$ cat config.mk
export PLATFORM = sky130hd
export DESIGN_NAME = tsq_top
export DESIGN_NICKNAME = d
export VERILOG_FILES = /design/src/logic/tsq_top.v /design/src/logic/tsq_edge_sync.v
export VERILOG_INCLUDE_DIRS = /design/src /design/src/common
export SDC_FILE = /design/constraint.sdc
export NUM_CORES = 1
export LEC_CHECK = 0
export BUFFER_PORTS_ARGS = -buffer_cell sky130_fd_sc_hd__buf_2
export CAP_MARGIN = 20
export CORE_MARGIN = 2
export CORE_UTILIZATION = 34
export DETAILED_ROUTE_END_ITERATION = 8
export GPL_TIMING_DRIVEN = 0
export PLACE_DENSITY = 0.6
export SLEW_MARGIN = 20
export SYNTH_ARGS = -nofsm -noshare
export SYNTH_HDL_FRONTEND = slang
export SYNTH_SLANG_ARGS = --single-unit
$ cat constraint.sdc
create_clock -name pclk -period 10.4 [get_ports pclk]
set_input_delay 1.56 -clock pclk [delete_from_list [all_inputs] [get_ports pclk]]
set_output_delay 1.56 -clock pclk [all_outputs]
set_load 0.005 [all_outputs]
$ cat src/common/tsq_consts.vh
// tsq_consts.vh - offsets, fields, reset values and timing counts of the trigger sequencer
// assumes a 125 MHz pclk and a 32-bit apb register bus
`ifndef TSQ_CONSTS_VH
`define TSQ_CONSTS_VH

// register byte offsets
`define TSQ_OFS_CTRL      8'h00
`define TSQ_OFS_CMD       8'h04
`define TSQ_OFS_ARM       8'h08
`define TSQ_OFS_TRIG      8'h0c
`define TSQ_OFS_DELAY     8'h10
`define TSQ_OFS_STATUS    8'h14
`define TSQ_OFS_ERR       8'h18
`define TSQ_OFS_LEVEL     8'h1c
`define TSQ_OFS_LINE0     8'h20
`define TSQ_OFS_LINE_LAST 8'h34

// ctrl fields
`define TSQ_MODE_SUPPLY   2'h0
`define TSQ_MODE_BATTEST  2'h1
`define TSQ_MODE_BATSIM   2'h2
`define TSQ_CTRL_CONT_BIT 2
`define TSQ_CTRL_SLEW_BIT 3

// cmd bits
`define TSQ_CMD_INIT_BIT  0
`define TSQ_CMD_BUS_BIT   1
`define TSQ_CMD_ABORT_BIT 2
`define TSQ_CMD_CLRF_BIT  3

// event sources
`define TSQ_SRC_IMM       2'h0
`define TSQ_SRC_BUS       2'h1
`define TSQ_SRC_EXT       2'h2
`define TSQ_SRC_MAN       2'h3

// line functions
`define TSQ_FN_MIN        3'h0
`define TSQ_FN_MOUTH      3'h1
`define TSQ_FN_MOUTL      3'h2
`define TSQ_FN_TRIGIN     3'h3
`define TSQ_FN_MDONE      3'h4
`define TSQ_FN_FAULT      3'h5
`define TSQ_FN_DOUT       3'h6
`define TSQ_FN_DIN        3'h7

// line actions: outputs
`define TSQ_ACT_POLARITY  3'h0
`define TSQ_ACT_OVERV     3'h1
`define TSQ_ACT_UNDERV    3'h2
`define TSQ_ACT_REGCHG    3'h3
`define TSQ_ACT_END       3'h4
`define TSQ_ACT_FULL      3'h5
`define TSQ_ACT_EMPTY     3'h6
// line actions: inputs
`define TSQ_ACT_ON        3'h0
`define TSQ_ACT_OFF       3'h1
`define TSQ_ACT_SSTART    3'h2
`define TSQ_ACT_SSTOP     3'h3

// error codes
`define TSQ_ERR_NOT_INPUT 16'h01fc
`define TSQ_ERR_BAD_CFG   16'h00dc

// reset values and delay limit
`define TSQ_RST_COUNT     16'h0001
`define TSQ_RST_DELAY     20'h00000
`define TSQ_MAX_DELAY     20'hf423f

// timing: clock period, settle step, measurement-done pulse
`define TSQ_CLK_NS        8
`define TSQ_STEP_NS       100000
`define TSQ_MDONE_NS      20000
// 2500 cycles of 8 ns, sized to the pulse counter
`define TSQ_MDONE_CYC     16'h09c4

`endif

$ cat src/logic/tsq_top.v
// tsq_top - arm/trigger sequencer with six digital lines behind an apb slave
// assumes one 125 MHz clock, line and key inputs asynchronous to it are synchronised here
`timescale 1ns/1ns
`include "tsq_consts.vh"
module tsq_top
#(
  parameter STEP_CYC = `TSQ_STEP_NS / `TSQ_CLK_NS
)
(
  input  wire        pclk,
  input  wire        presetn,
  input  wire        psel,
  input  wire        penable,
  input  wire        pwrite,
  input  wire [7:0]  paddr,
  input  wire [31:0] pwdata,
  output reg  [31:0] prdata,
  output reg         pready,
  output reg         pslverr,
  input  wire [5:0]  line_i,
  output reg  [5:0]  line_o,
  output reg  [5:0]  line_oe_n,
  input  wire        trig_key,
  input  wire        fault_event,
  input  wire [6:0]  event_level,
  input  wire        meas_done,
  output reg         meas_start,
  output reg  [15:0] level_out,
  output reg  [3:0]  line_cmd
);

  localparam S_IDLE = 6'h01;
  localparam S_ARM  = 6'h02;
  localparam S_TRIG = 6'h04;
  localparam S_SRC  = 6'h08;
  localparam S_DLY  = 6'h10;
  localparam S_MEAS = 6'h20;

  ////////////////////////////////////////////////////////////////////////
  // configuration and state
  reg  [1:0]  mode_reg;
  reg         cont_reg;
  reg         slew_reg;
  reg  [1:0]  arm_src_reg;
  reg  [1:0]  trig_src_reg;
  reg  [15:0] arm_count_reg;
  reg  [15:0] trig_count_reg;
  reg  [19:0] delay_reg;
  reg  [15:0] target_reg;
  reg  [15:0] slew_step_reg;
  reg  [15:0] err_reg;
  reg         fault_reg;
  reg  [2:0]  fn_reg  [0:5];
  reg  [2:0]  act_reg [0:5];
  reg  [5:0]  state_reg;
  reg  [15:0] arm_cnt_reg;
  reg  [15:0] trig_cnt_reg;
  reg  [19:0] dly_units_reg;
  reg  [31:0] dly_sub_reg;
  reg  [15:0] mdone_cnt_reg;
  reg         bus_trg_reg;
  reg         init_reg;
  reg         abort_reg;
  reg         clr_fault_reg;

  wire [5:0]  line_lvl;
  wire [5:0]  line_fall;
  wire        key_press;

  ////////////////////////////////////////////////////////////////////////
  // event synchronisers, one per line plus the front key
  // sync to pclk
  genvar gi;
  generate
    for (gi = 0; gi < 6; gi = gi + 1)
    begin : g_line_sync
      tsq_edge_sync #(.FALL(1)) u_sync
      (
        .pclk       (pclk),
        .presetn    (presetn),
        .din        (line_i[gi]),
        .level      (line_lvl[gi]),
        .edge_pulse (line_fall[gi])
      );
    end
  endgenerate

  tsq_edge_sync #(.FALL(0)) u_key_sync
  (
    .pclk       (pclk),
    .presetn    (presetn),
    .din        (trig_key),
    .level      (),
    .edge_pulse (key_press)
  );

  ////////////////////////////////////////////////////////////////////////
  // permission check of a line configuration against the operating mode
  function cfg_ok;
    input [1:0] md;
    input [2:0] idx;
    input [2:0] fn;
    input [2:0] act;
    reg         ev_line;
    begin
      ev_line = (idx == 3'h1) | (idx >= 3'h3);
      case (fn)
        `TSQ_FN_MIN, `TSQ_FN_MOUTH, `TSQ_FN_MOUTL: cfg_ok = 1'b1;
        // trigger in on line1, fault on line3
        `TSQ_FN_TRIGIN: cfg_ok = (idx == 3'h0);
        `TSQ_FN_FAULT:  cfg_ok = (idx == 3'h2);
        // measure done only line2 in supply mode
        `TSQ_FN_MDONE:  cfg_ok = (idx == 3'h1) & (md == `TSQ_MODE_SUPPLY);
        `TSQ_FN_DOUT:   cfg_ok = ev_line & (((md == `TSQ_MODE_BATTEST) & (act <= `TSQ_ACT_END)) |
                                 ((md == `TSQ_MODE_BATSIM) & (act != `TSQ_ACT_REGCHG) & (act != `TSQ_ACT_END)
                                  & (act <= `TSQ_ACT_EMPTY)));
        `TSQ_FN_DIN:    cfg_ok = ev_line & (((md == `TSQ_MODE_BATTEST) & (act <= `TSQ_ACT_SSTOP)) |
                                 ((md == `TSQ_MODE_BATSIM) & (act <= `TSQ_ACT_OFF)));
        default:        cfg_ok = 1'b0;
      endcase
    end
  endfunction

  ////////////////////////////////////////////////////////////////////////
  // apb decode; two-cycle access so read data comes from a flop
  wire        acc      = psel & penable & ~pready;
  wire        wr_fire  = psel & penable & pready & pwrite;
  wire        line_hit = (paddr >= `TSQ_OFS_LINE0) & (paddr <= `TSQ_OFS_LINE_LAST) & (paddr[1:0] == 2'h0);
  wire [7:0]  lofs     = paddr - `TSQ_OFS_LINE0;
  wire [2:0]  lidx     = lofs[4:2];
  wire        reg_hit  = (paddr <= `TSQ_OFS_LEVEL) & (paddr[1:0] == 2'h0);
  wire        lin_ok   = line_hit & (fn_reg[lidx] == `TSQ_FN_MIN);
  wire        cfg_good = cfg_ok(mode_reg, lidx, pwdata[6:4], pwdata[10:8]);
  reg  [31:0] rd_data;

  always @*
  begin
    rd_data = 32'h0000_0000;
    case (paddr)
      `TSQ_OFS_CTRL:   rd_data = {28'h0, slew_reg, cont_reg, mode_reg};
      `TSQ_OFS_ARM:    rd_data = {arm_count_reg, 14'h0, arm_src_reg};
      `TSQ_OFS_TRIG:   rd_data = {trig_count_reg, 14'h0, trig_src_reg};
      `TSQ_OFS_DELAY:  rd_data = {12'h0, delay_reg};
      `TSQ_OFS_STATUS: rd_data = {trig_cnt_reg[7:0], arm_cnt_reg[7:0], 8'h0, 1'b0, fault_reg, state_reg};
      `TSQ_OFS_ERR:    rd_data = {16'h0, err_reg};
      `TSQ_OFS_LEVEL:  rd_data = {slew_step_reg, target_reg};
      default:         rd_data = 32'h0000_0000;
    endcase
    // level only for a manual input line
    if (line_hit)
      rd_data = lin_ok ? {31'h0, line_lvl[lidx]} : 32'h0000_0000;
  end

  // bus answer and error capture
  always @(posedge pclk or negedge presetn)
  begin
    if (!presetn)
    begin
      pready  <= 1'b0;
      pslverr <= 1'b0;
      prdata  <= 32'h0000_0000;
    end
    else
    begin
      pready  <= acc;
      pslverr <= acc & ~(reg_hit | line_hit | (!pwrite & line_hit & lin_ok)) |
                 (acc & line_hit & (pwrite ? ~cfg_good : ~lin_ok));
      prdata  <= (acc & !pwrite) ? rd_data : 32'h0000_0000;
    end
  end

  ////////////////////////////////////////////////////////////////////////
  // register writes; command bits are single-cycle strobes
  integer k;
  always @(posedge pclk or negedge presetn)
  begin
    if (!presetn)
    begin
      mode_reg       <= `TSQ_MODE_SUPPLY;
      cont_reg       <= 1'b0;
      slew_reg       <= 1'b0;
      arm_src_reg    <= `TSQ_SRC_IMM;
      trig_src_reg   <= `TSQ_SRC_IMM;
      arm_count_reg  <= `TSQ_RST_COUNT;
      trig_count_reg <= `TSQ_RST_COUNT;
      delay_reg      <= `TSQ_RST_DELAY;
      target_reg     <= 16'h0000;
      slew_step_reg  <= 16'h0001;
      err_reg        <= 16'h0000;
      init_reg       <= 1'b0;
      bus_trg_reg    <= 1'b0;
      abort_reg      <= 1'b0;
      clr_fault_reg  <= 1'b0;
      for (k = 0; k < 6; k = k + 1)
      begin
        fn_reg[k]  <= `TSQ_FN_MIN;
        act_reg[k] <= 3'h0;
      end
    end
    else
    begin
      init_reg      <= 1'b0;
      bus_trg_reg   <= 1'b0;
      abort_reg     <= 1'b0;
      clr_fault_reg <= 1'b0;
      // failed line read leaves error 508
      if (acc & !pwrite & line_hit & ~lin_ok)
        err_reg <= `TSQ_ERR_NOT_INPUT;
      if (wr_fire)
      begin
        case (paddr)
          `TSQ_OFS_CTRL:
          begin
            mode_reg <= (pwdata[1:0] == 2'h3) ? mode_reg : pwdata[1:0];
            cont_reg <= pwdata[`TSQ_CTRL_CONT_BIT];
            slew_reg <= pwdata[`TSQ_CTRL_SLEW_BIT];
          end
          `TSQ_OFS_CMD:
          begin
            init_reg      <= pwdata[`TSQ_CMD_INIT_BIT];
            bus_trg_reg   <= pwdata[`TSQ_CMD_BUS_BIT];
            abort_reg     <= pwdata[`TSQ_CMD_ABORT_BIT];
            clr_fault_reg <= pwdata[`TSQ_CMD_CLRF_BIT];
          end
          `TSQ_OFS_ARM:
          begin
            arm_src_reg   <= pwdata[1:0];
            arm_count_reg <= (pwdata[31:16] == 16'h0) ? `TSQ_RST_COUNT : pwdata[31:16];
          end
          `TSQ_OFS_TRIG:
          begin
            // bus source refused in trigger layer
            if (pwdata[1:0] != `TSQ_SRC_BUS)
              trig_src_reg <= pwdata[1:0];
            trig_count_reg <= (pwdata[31:16] == 16'h0) ? `TSQ_RST_COUNT : pwdata[31:16];
          end
          // delay clipped to its top step
          `TSQ_OFS_DELAY: delay_reg <= (pwdata[19:0] > `TSQ_MAX_DELAY) ? `TSQ_MAX_DELAY : pwdata[19:0];
          `TSQ_OFS_ERR:   err_reg <= 16'h0000;
          `TSQ_OFS_LEVEL:
          begin
            target_reg    <= pwdata[15:0];
            slew_step_reg <= (pwdata[31:16] == 16'h0) ? 16'h0001 : pwdata[31:16];
          end
          default:
          begin
            if (line_hit & cfg_good)
            begin
              fn_reg[lidx]  <= pwdata[6:4];
              act_reg[lidx] <= pwdata[10:8];
            end
            else if (line_hit)
              err_reg <= `TSQ_ERR_BAD_CFG;
          end
        endcase
      end
      // external source forces line1 to trigger in
      if ((arm_src_reg == `TSQ_SRC_EXT) | (trig_src_reg == `TSQ_SRC_EXT))
        fn_reg[0] <= `TSQ_FN_TRIGIN;
    end
  end

  ////////////////////////////////////////////////////////////////////////
  // sequencer
  // trigger line fires on its falling edge
  wire ext_evt  = line_fall[0] & (fn_reg[0] == `TSQ_FN_TRIGIN);
  wire arm_evt  = (arm_src_reg == `TSQ_SRC_IMM) | ((arm_src_reg == `TSQ_SRC_BUS) & bus_trg_reg) |
                  ((arm_src_reg == `TSQ_SRC_EXT) & ext_evt) | ((arm_src_reg == `TSQ_SRC_MAN) & key_press);
  wire trig_evt = (trig_src_reg == `TSQ_SRC_IMM) | ((trig_src_reg == `TSQ_SRC_EXT) & ext_evt) |
                  ((trig_src_reg == `TSQ_SRC_MAN) & key_press);
  wire [15:0] trig_cnt_inc = trig_cnt_reg + 16'h0001;
  wire [15:0] arm_cnt_inc  = arm_cnt_reg + 16'h0001;
  wire [15:0] up_sum       = level_out + slew_step_reg;
  wire [15:0] dn_diff      = level_out - slew_step_reg;
  wire        step_done    = (dly_sub_reg == STEP_CYC - 1);

  // events outside their wait state simply fall through unused
  always @(posedge pclk or negedge presetn)
  begin
    if (!presetn)
    begin
      state_reg     <= S_IDLE;
      arm_cnt_reg   <= 16'h0000;
      trig_cnt_reg  <= 16'h0000;
      dly_units_reg <= 20'h00000;
      dly_sub_reg   <= 32'h0000_0000;
      meas_start    <= 1'b0;
      level_out     <= 16'h0000;
      mdone_cnt_reg <= 16'h0000;
    end
    else
    begin
      meas_start <= 1'b0;
      if (mdone_cnt_reg != 16'h0000)
        mdone_cnt_reg <= mdone_cnt_reg - 16'h0001;
      if (abort_reg)
        state_reg <= S_IDLE;
      else
      case (state_reg)
        S_IDLE:
          if (init_reg)
          begin
            arm_cnt_reg <= 16'h0000;
            state_reg   <= S_ARM;
          end
        S_ARM:
          if (arm_evt)
          begin
            trig_cnt_reg <= 16'h0000;
            state_reg    <= S_TRIG;
          end
        S_TRIG:
          if (trig_evt)
            state_reg <= S_SRC;
        S_SRC:
          if (level_out == target_reg)
          begin
            dly_units_reg <= delay_reg;
            dly_sub_reg   <= 32'h0000_0000;
            state_reg     <= S_DLY;
          end
          else if (!slew_reg)
            level_out <= target_reg;
          else if (level_out < target_reg)
            level_out <= ((target_reg - level_out) <= slew_step_reg) ? target_reg : up_sum;
          else
            level_out <= ((level_out - target_reg) <= slew_step_reg) ? target_reg : dn_diff;
        S_DLY:
          if (dly_units_reg == 20'h00000)
          begin
            meas_start <= 1'b1;
            state_reg  <= S_MEAS;
          end
          else if (step_done)
          begin
            dly_sub_reg   <= 32'h0000_0000;
            dly_units_reg <= dly_units_reg - 20'h00001;
          end
          else
            dly_sub_reg <= dly_sub_reg + 32'h0000_0001;
        S_MEAS:
          if (meas_done)
          begin
            mdone_cnt_reg <= `TSQ_MDONE_CYC;
            trig_cnt_reg  <= trig_cnt_inc;
            if (trig_cnt_inc < trig_count_reg)
              state_reg <= S_TRIG;
            else if (arm_cnt_inc < arm_count_reg)
            begin
              arm_cnt_reg <= arm_cnt_inc;
              state_reg   <= S_ARM;
            end
            else if (cont_reg)
            begin
              arm_cnt_reg <= 16'h0000;
              state_reg   <= S_ARM;
            end
            else
              state_reg <= S_IDLE;
          end
        default: state_reg <= S_IDLE;
      endcase
    end
  end

  ////////////////////////////////////////////////////////////////////////
  // fault latch: a new fault beats a clear in the same cycle
  // held until cleared
  always @(posedge pclk or negedge presetn)
  begin
    if (!presetn)
      fault_reg <= 1'b0;
    else if (fault_event)
      fault_reg <= 1'b1;
    else if (clr_fault_reg)
      fault_reg <= 1'b0;
  end

  ////////////////////////////////////////////////////////////////////////
  // line drivers and command inputs, registered so pins never glitch
  reg [5:0] lo_next;
  reg [5:0] oe_next;
  reg [3:0] cmd_next;
  integer   j;
  always @*
  begin
    lo_next  = 6'h3f;
    oe_next  = 6'h3f;
    cmd_next = 4'h0;
    for (j = 0; j < 6; j = j + 1)
    begin
      case (fn_reg[j])
        `TSQ_FN_MOUTH: oe_next[j] = 1'b0;
        `TSQ_FN_MOUTL:
        begin
          oe_next[j] = 1'b0;
          lo_next[j] = 1'b0;
        end
        // idle high, low while the pulse counter runs
        `TSQ_FN_MDONE:
        begin
          oe_next[j] = 1'b0;
          lo_next[j] = (mdone_cnt_reg == 16'h0000);
        end
        `TSQ_FN_FAULT:
        begin
          oe_next[j] = 1'b0;
          lo_next[j] = ~fault_reg;
        end
        `TSQ_FN_DOUT:
        begin
          oe_next[j] = 1'b0;
          lo_next[j] = event_level[act_reg[j]];
        end
        `TSQ_FN_DIN:
          if (line_fall[j])
            cmd_next[act_reg[j][1:0]] = 1'b1;
        default: oe_next[j] = 1'b1;
      endcase
    end
  end

  always @(posedge pclk or negedge presetn)
  begin
    if (!presetn)
    begin
      line_o    <= 6'h3f;
      line_oe_n <= 6'h3f;
      line_cmd  <= 4'h0;
    end
    else
    begin
      line_o    <= lo_next;
      line_oe_n <= oe_next;
      line_cmd  <= cmd_next;
    end
  end

endmodule

$ cat src/logic/tsq_edge_sync.v
// tsq_edge_sync - two-flop synchroniser with a single-cycle edge pulse
// assumes one clock; FALL selects falling (1) or rising (0) edge
`timescale 1ns/1ns
module tsq_edge_sync
#(
  parameter FALL = 1
)
(
  input  wire pclk,
  input  wire presetn,
  input  wire din,
  output wire level,
  output reg  edge_pulse
);

  reg meta_reg;
  reg sync_reg;
  reg last_reg;

  assign level = sync_reg;

  // idle-high reset so a quiet line raises no edge at release
  always @(posedge pclk or negedge presetn)
  begin
    if (!presetn)
    begin
      meta_reg   <= 1'b1;
      sync_reg   <= 1'b1;
      last_reg   <= 1'b1;
      edge_pulse <= 1'b0;
    end
    else
    begin
      meta_reg   <= din;
      sync_reg   <= meta_reg;
      last_reg   <= sync_reg;
      edge_pulse <= FALL ? (last_reg & ~sync_reg) : (~last_reg & sync_reg);
    end
  end

endmodule

After elaboration in Yosys (flattened, before gate mapping)
Cells that the tools add are included.
{"block": "word_totals", "in_bits": 61, "reg_bits": 350, "word_cells": 448, "out_inout_bits": 67}
{"block": "op_classes", "n_reduce_logical": 50, "add_sub_neg": 10, "bitwise_logic": 73, "n_eq_ne": 87, "mux": 123, "n_lt_le_gt_ge": 35}
{"op": "two-way mux 16 bit", "n": 20}
{"op": "one-hot mux 32 bit (7 select lines)", "n": 1}
{"op": "two-way mux 32 bit", "n": 5}
{"op": "one-hot mux 16 bit (2 select lines)", "n": 3}
{"op": "== test 3 bit, second input constant", "n": 28}
{"op": "two-way mux 20 bit", "n": 4}
{"op": "one-hot mux 32 bit (2 select lines)", "n": 1}
{"op": "two-way mux 18 bit", "n": 3}
{"op": "less-than comparator 16 bit", "n": 3}
{"op": "two-way mux 4 bit", "n": 12}
{"op": "subtractor 16 bit", "n": 3}
{"op": "two-way mux 6 bit", "n": 7}
{"op": "one-hot mux 20 bit (2 select lines)", "n": 1}
{"op": "AND 1 bit", "n": 39}
{"op": "bitwise mux 18 bit", "n": 2}
{"op": "one-hot mux 6 bit (6 select lines)", "n": 1}
{"op": "two-way mux 1 bit", "n": 34}
{"op": "adder 16 x 1 -> 16 bit, second input constant", "n": 2}
{"op": "adder 32 x 1 -> 32 bit, second input constant", "n": 1}
{"op": "== test 32 x 14 -> 1 bit, second input constant", "n": 1}
{"op": "== test 8 x 5 -> 1 bit, second input constant", "n": 4}
{"op": "less-or-equal comparator 16 bit", "n": 2}
{"op": "logical NOT 16 bit", "n": 2}
{"op": "== test 3 x 2 -> 1 bit, second input constant", "n": 10}
{"op": "62 further kinds", "n": 189}

Longest topological paths before layout
Gate-level depths: netlist (run 1).
{"block": "logic_depth", "depth_word": 21, "ltp_mapped": 21, "mapped_depth_nobuf": 20}

Modules after synthesis
From an unflattened synthesis (run 1), not the netlist that was laid out.
{"block": "hier_totals", "hier_cells": 2310, "hier_area_um2": 21097.7}
{"mod": "tsq_top", "area_each_um2": 20274.4, "n_inst": 1, "cells_each": 2275, "seq_area_each_um2": 8077.7}
{"mod": "tsq_edge_sync", "area_each_um2": 117.6, "n_inst": 7, "cells_each": 5, "seq_area_each_um2": 103.8}

Worst setup path after synthesis (run 1)
OpenSTA, ideal clock, no wires.
{"block": "synth_timing", "path_type": "flip-flop to flip-flop", "startpoint": "register level_out[5]", "endpoint": "register level_out[2]", "path_slack_ps": 5759, "arrival_time_ps": 4512, "setup_ps": 129, "period_less_slack_ps": 4641, "n_path_buf": 2, "required_ps": 10271, "path_stages_with_launch": 21, "cell_sequence": "dfrtp_1 > inv_1 > ha_1 > buf_2 > a21o_1 > a21oi_1 > nor2b_1 > o31a_1 > o21a_1 > o41a_1 > or4_1 > nand4_1 > ha_1 > nand4_1 > or4_1 > o221ai_1 > nand3_1 > clkbuf_1 > o221a_1 > o32ai_1 > o21ai_1"}
{"block": "synth_between", "elab_chain_len": 5, "word_cells_on_any_way": 12, "cone_classes": "add/sub: 2; order compare: 3; eq/ne: 1; mux: 4; bitwise: 1; reduce/logical: 1"}
{"item": "from (decl)", "line_no": "tsq_top.v:28", "text": "output reg [15:0] level_out,"}
{"item": "from (signal assigned)", "line_no": "tsq_top.v:323", "text": "level_out <= target_reg;"}
{"item": "from (signal assigned)", "line_no": "tsq_top.v:325", "text": "level_out <= ((target_reg - level_out) <= slew_step_reg) ? target_reg : up_sum;"}
{"item": "from (signal assigned)", "line_no": "tsq_top.v:327", "text": "level_out <= ((level_out - target_reg) <= slew_step_reg) ? target_reg : dn_diff;"}
{"item": "subtractor 16 bit, on equally long branches", "line_no": "tsq_top.v:327, tsq_top.v:325"}
{"item": "less-or-equal comparator 16 bit, on equally long branches", "line_no": "tsq_top.v:327, tsq_top.v:325"}
{"item": "two-way mux 16 bit, on equally long branches", "line_no": "tsq_top.v:327, tsq_top.v:325"}
{"item": "two-way mux 16 bit", "line_no": "tsq_top.v:324", "text": "else if (level_out < target_reg)"}
{"item": "two-way mux 16 bit", "line_no": "tsq_top.v:322", "text": "else if (!slew_reg)"}
Parallel ways exist; a longest one is shown, timed or not.
A chain may end at the register's enable or synchronous reset.

Worst setup path after layout (run 1)
Ends and elaborated chain as after synthesis.

==> results of run 1 <==
[through the flow]
step                      total power, uW  cells  utilization (%)  instance area [um2]  hold slack [ps]
after floorplan                      1449   2273                -                20820            345.2
final                                3085   3267            39.74                24030            354.3
after detailed placement             1534   3183            37.27                22540            346.8
after global placement               1527   3179            37.07                22420            346.1
after CTS                            3116   3263            39.72                24020            351.2
after global routing                 3186   3265            39.73                24030            352.1
[cells by family after synthesis]
family | after synthesis | share of synthesized area, %
multiplexers | 61 | 3.654
AND/OR/NAND/NOR | 762 | 18.19
adder cells (fa/ha/maj) | 131 | 8.017
flip-flops | 350 | 42.29
XOR/XNOR | 86 | 3.618
buffers and inverters | 245 | 4.495
AO/OA/AOI/OAI | 638 | 19.74
[worst max-delay path, delay by kind of cell, from the launching register on]
kind | cells | cell delay, ps
fa+ha+maj | 2 | 460
buf+inv | 3 | 620
simple gates | 6 | 1540
compound gates | 9 | 2610
flops | 1 | 570
[synthesized netlist by cell type, types with 31 or more instances]
cell type  instances
dfrtp_1          313
nand2_1          217
a21oi_1          160
nor2_1           156
o21ai_0          147
inv_1            133
ha_1             127
clkbuf_1          93
nand3_1           75
nor3_1            60
xnor2_1           50
o21ai_1           47
a22oi_1           39
and3_1            39
dfstp_2           37
mux2_2            37
xor2_1            36
nand2b_1          32
nand4_1           31
nor2b_1           31
[routing by layer]
metal	up-vias	global-route usage (%)	share of wire, %
met3	126	3.755	7.0
met4	2	7.789	3.4
met5	-	0	0.018
li1	8568	-	-
met1	9251	31.08	45
met2	723	34.71	45
[final timing paths]
| check | end | cells after the start |
|---|---|---|
| max reg2reg | level_out[2] | 20 |
| max in group asynchronous | slew_step_reg[0] | 5 |
| min reg2reg | g_line_sync[4].u_sync.level | 0 |
| min in group asynchronous | dly_sub_reg[15] | 1 |
| max | level_out[2] | 20 |
| min | g_line_sync[4].u_sync.level | 0 |
[power by group through the flow]
stage          clock network (uW)  registers [uW]  logic, uW
5_1_grt                      1660            1380        140
6_report                     1570            1380        129
3_3_place_gp                    0            1410        122
3_5_place_dp                    0            1410        129
4_1_cts                      1610            1380        130
2_1_floorplan                   0            1400       46.5
[area by class of cell]
type	count	share of cell area [%]
multi-input cells	1678	46.10
flip-flops and latches	350	36.64
clock buffers	67	5.488
well taps	782	4.071
repair buffers	128	3.082
inverters	136	2.124
plain buffers	109	1.770
clock inverters	13	0.6872
diodes	4	0.04165
==> run_results.csv, run 1 <==
group,metric,value,unit
floorplanning,die_h,251.5,um
synth,synth_nets,2465,
placement,pre_cts_ws,4642,ps
synth,synthesis.area,20820,um2
sta,rsz0062_at_grt,"no",
worst_setup_path,worst_ep_required_time,10850,ps
worst_setup_path,rrSetupSlack,4480,ps
power_and_ir_drop,power_density,128.4,nW/um2
cts,post_cts_buffers,0,
cts,ctsHoldBuffers,0,
sta,hold_viol,0,
floorplanning,rows,90,
power_and_ir_drop,leakagePower,0.01094,uW
global_routing,grt_pass1_wl,108700,um
cts,tritoncts,"built",
placement,dpl.hpwl,54570,um
route,routed_wl,71130,um
final_layout,nNetsFinal,2638,
final_layout,multi_input_area,11080,um2
final_layout,final_common_cell,"dfrtp_1",
synth,synthCells,2273,
floorplanning,die_area,63230,um2
worst_setup_path,end_kind,"flop",
route,drtIter0Drc,1694,
sta,setup_tns,0,ps
final_layout,drive_gt1_share,13.10,%
synth,ys.flop_type,"dfrtp_1",
worst_setup_path,crit_path_max_fanout,10,
route,ant_nets,0,
synth,synth_edf_count,0,
worst_setup_path,startpoint_type,"flop",
hold_path,min_path_type,"reg2reg",
floorplanning,start_util,34.43,%
synth,yosysTopAreaCell,"dfrtp_1",
route,dr.pass1.iters,8,
power_and_ir_drop,p_sw_share,23.47,%
worst_setup_path,slowest_delay,570,ps
sta,setup_viol,0,
placement,gp_congestion,0.9602,
route,vias,18670,
floorplanning,ioPinCount,128,
global_routing,gr-total-overflow,0,
cts,clkTransAtPathRegs,60,ps
final_layout,fill_cells,5990,
route,post-route-drc-count,0,
worst_setup_path,slowest_stage,"dfrtp_1",
synth,syn_avg_cell_area,9.159,um2
power_and_ir_drop,pwr-share-seq,44.8,%
power_and_ir_drop,clkPwrFrac,51.0,%
worst_setup_path,r2r_start,"level_out[5]",
global_routing,grt_start_max_net_pins,99,
sta,fin_crit_sh,56.96,%
cts,cts.path.max_buffers,3,
sta,fin_crit,5924,ps
worst_setup_path,critPathArrivalTime,6370,ps
outcome,status,"finished, final reports clean",
sta,drv_slew,0,
synth,ys_types,81,
route,post_drt_wl_per_cell,21.77,um
run,cap_violations,0,
route,viasPerCell,5.715,
synth,synth_top_area_share,37.62,%
placement,port_buffers,124,
power_and_ir_drop,vdd_drop_max,98.29,uV
cts,root_buffer,"clkbuf_16",
sta,relSlewSlack,27.44,%
sta,fin_ws,4476,ps
sta,skew,16.25,ps
hold_path,min_from,"g_line_sync[4].u_sync.meta_reg",
floorplanning,fp.dieW,251.5,um
worst_setup_path,crit_chain,"inv_1, ha_1, buf_2, a21o_1, a21oi_1, nor2b_1, o31a_1, o21a_1, o41a_1, or4_1, nand4_1, ha_1, nand4_1, or4_1, o221ai_1, nand3_1, clkbuf_1, o221a_1, o32ai_1, o21ai_1",
synth,synthArstFlopShare,100.0,%
final_layout,area_delta_synth_final,15.43,%
global_routing,track_usage,22.22,%
power_and_ir_drop,intPower,2361,uW
power_and_ir_drop,p_switching,724.1,uW
cts,cts_resized,0,
worst_setup_path,criticalPathCategory,"reg2reg",
final_layout,seq_area,8805,um2
synth,synth_warnings,0,
synth,synth.area.top_cells,"dfrtp_1, ha_1, dfstp_2",
final_layout,mostFrequentLayoutCells,"dfrtp_1, nand2_1, a21oi_1, nor2_1, o21ai_0",
cts,cts_num_sinks,350,
power_and_ir_drop,power_frac_comb,4.2,%
synth,synth_seq_cells,350,
cts,clk_latency,590,ps
cts,cts_max_level,2,
global_routing,first_global_vias,18081,
floorplanning,core-area,60470,um2
global_routing,antenna_found_initial,3,
cts,numCtsBuffers,43,
synth,ys_seq_area_share,42.29,%
sta,max_freq,168.8,MHz
worst_setup_path,crit_path_start,"level_out[5]",
sta,tightest_slew,1079,ps
(Power assumes the default switching activity.)
==> inputs of run 2 (changes only) <==
ABC_AREA = 1   (was default)
PLACE_DENSITY = 0.61   (was 0.6)
clock period = 5 ns   (was 10.4 ns; I/O delays follow)
==> run 2 against run 1 <==
Synthesized cell count increased by 36%; final area rose by 9.9%; wire length grew 12%; via count rose by 18%; critical path depth is 1 higher; critical path type unchanged; critical endpoint is now level_out[4]; largest cell class unchanged; largest power group unchanged; highest routed layer unchanged.
==> run_results.csv, run 2 <==
group,metric,value,unit
outcome,status,"finished, final reports clean",
sta,fin_crit_sh,90.79,%
sta,relSlewSlack,45.16,%
synth,synthMuxAreaShare,0,%
synth,synth_nets,3290,
power_and_ir_drop,pwr-share-seq,34.7,%
worst_setup_path,end_kind,"flop",
floorplanning,start_util,34.29,%
synth,ys_types,70,
cts,clk_latency,620,ps
power_and_ir_drop,intPower,6030,uW
synth,ys_seq_area_share,38.30,%
sta,rsz0062_at_grt,"no",
synth,synth_edf_count,0,
power_and_ir_drop,p_switching,3500,uW
power_and_ir_drop,p_sw_share,36.73,%
route,post_drt_wl_per_cell,18.99,um
synth,yosys.area_share.simple,26.51,%
hold_path,min_path_type,"in2async",
sta,max_freq,220.3,MHz
cts,cts_resized,0,
sta,fin_crit,4540,ps
global_routing,track_usage,22.51,%
global_routing,grt_start_max_net_pins,94,
synth,synth_compound_area_share,14.77,%
sta,hold_viol,0,
global_routing,gr-total-overflow,0,
sta,skew,30.57,ps
sta,setup_tns,0,ps
final_layout,area_delta_synth_final,14.88,%
synth,ys.flop_type,"dfrtp_1",
synth,synth.area.top_cells,"dfrtp_1, nand2_1, inv_1",
route,drtIter0Drc,2140,
worst_setup_path,crit_path_max_fanout,10,
route,viasPerCell,5.260,
final_layout,design_area,26410,um2
floorplanning,core-area,67040,um2
floorplanning,ioPinCount,128,
floorplanning,die_h,264.0,um
placement,dpl.hpwl,61990,um
synth,synth_top_family_by_area,"simple AND/OR/NAND/NOR gates",
cts,post_cts_buffers,0,
synth,synth_xor_area_share,3.429,%
cts,clkTransAtPathRegs,60,ps
cts,root_buffer,"clkbuf_16",
synth,yosysMostFrequentCell,"nand2_1",
sta,setup_viol,0,
synth,synth_warnings,0,
cts,cts_max_level,2,
synth,yosysTopAreaCell,"dfrtp_1",
final_layout,mostFrequentLayoutCells,"nand2_1, inv_1, dfrtp_1, o21ai_0, nor2_1",
synth,synth_fa_ha_area_share,7.261,%
global_routing,antenna_found_initial,7,
worst_setup_path,r2r-end,"level_out[4]",
power_and_ir_drop,vdd_drop_max,240.3,uV
cts,tritoncts,"built",
synth,synthCells,3098,
power_and_ir_drop,power_frac_comb,29.0,%
synth,synth_seq_cells,350,
placement,gp_congestion,0.9331,
worst_setup_path,critPathArrivalTime,5040,ps
global_routing,first_global_vias,20838,
worst_setup_path,r2r_start,"level_out[1]",
route,routed_wl,79430,um
cts,numCtsBuffers,43,
final_layout,nNetsFinal,3465,
final_layout,drive_gt1_share,11.34,%
worst_setup_path,startpoint_type,"flop",
sta,tightest_slew,820.4,ps
final_layout,final_common_cell,"nand2_1",
worst_setup_path,criticalPathCategory,"reg2reg",
worst_setup_path,rrSetupSlack,460,ps
placement,port_buffers,126,
global_routing,grt_pass1_wl,121900,um
cts,ctsHoldBuffers,0,
floorplanning,die_area,69700,um2
sta,drv_slew,0,
placement,placed_area,24830,um2
synth,synth_top_area_share,34.07,%
final_layout,final_cell_count_no_fill,4183,
worst_setup_path,rr_worst_depth,21,
route,dr.pass1.iters,6,
power_and_ir_drop,leakagePower,0.01299,uW
synth,synthArstFlopShare,100.0,%
power_and_ir_drop,power_density,360.9,nW/um2
cts,cts.path.max_buffers,3,
floorplanning,fp.dieW,264.0,um
floorplanning,rows,95,
placement,placedCellCount,4101,
route,vias,22002,
synth,synthesis.area,22990,um2
cts,cts_num_sinks,350,
run,cap_violations,0,
route,post-route-drc-count,0,
worst_setup_path,worst_ep_required_time,5500,ps
synth,syn_avg_cell_area,7.420,um2
route,ant_nets,0,
synth,synth_commonest_cells,"nand2_1, inv_1, dfrtp_1, o21ai_0, nor2_1",
power_and_ir_drop,clkPwrFrac,36.4,%
## run 2: area by class of cell
cell class / count / area (um2)
multi-input combinational: 2201 / 11950
timing repair buffer: 130 / 750.7
buffer: 92 / 508.0
fill: 6995 / 40630
clock buffer: 60 / 1240
tap: 873 / 1092
inverter: 455 / 1727
antenna: 2 / 5.005
clock inverter: 20 / 332.8
sequential: 350 / 8805
## run 2: power by group through the flow
stage	combinational [uW]	sequential, uW	clock (uW)
final	2760	3300	3470
after global placement	2680	3350	0
after CTS	2730	3300	3530
after global routing	3120	3320	3650
after detailed placement	2710	3350	0
after floorplan	1950	3230	0
## run 2: cell families (layout without fill, tap and decap cells)
kind of cell,count (synthesis),in the layout
AOI/OAI and AO/OA,589,589
other,0,2
buffers and inverters,547,757
xor gates and xnor gates,90,90
and+or+nand+nor,1391,1391
DFF,350,350
adders and majority gates,131,131
## run 2: critical path, cell delays in order, from the launching register on
cell and delay (ps):
dfrtp_1 620, inv_1 250, ha_1 360, nand2_1 60, o21ai_0 470, nand2_1 100
o211ai_1 210, nand2_1 100, o2111ai_1 120, xor2_1 210, ha_1 280, a21oi_1 130
o21ai_0 180, a21oi_1 270, nand2_1 110, nand2_1 210, buf_2 280, nand2_1 80
nand3_1 80, nand3_1 80, nand2_1 140, nand2_1 60
## run 2: layer usage
layer | vias to the layer above | part of all wire, % | global-route usage, %
met5 | - | 0.076 | 0
met4 | 8 | 2.8 | 6.787
met3 | 129 | 8.2 | 4.400
met1 | 10484 | 44 | 31.10
met2 | 829 | 44 | 35.55
li1 | 10552 | - | -
## run 2: metrics by stage
stage	utilization, %	setup slack [ps]	hold slack [ps]	power, uW
final	39.39	460.3	58.24	9530
after floorplan	-	1713	345.2	5180
after detailed placement	37.04	573.3	347.2	6059
after global routing	39.38	24.93	92.49	10100
after CTS	39.38	543.3	70.56	9565
after global placement	36.86	-3998	345.9	6028
## run 2: worst max path at each step
stage | end | from | slack, ps
after floorplan | level_out[5] | level_out[1] | 1710
after global placement | mdone_cnt_reg[2] | presetn | -4000
after detailed placement | level_out[4] | level_out[1] | 570
after CTS | level_out[4] | level_out[1] | 540
after global routing | level_out[4] | level_out[1] | 20
final | level_out[4] | level_out[1] | 460
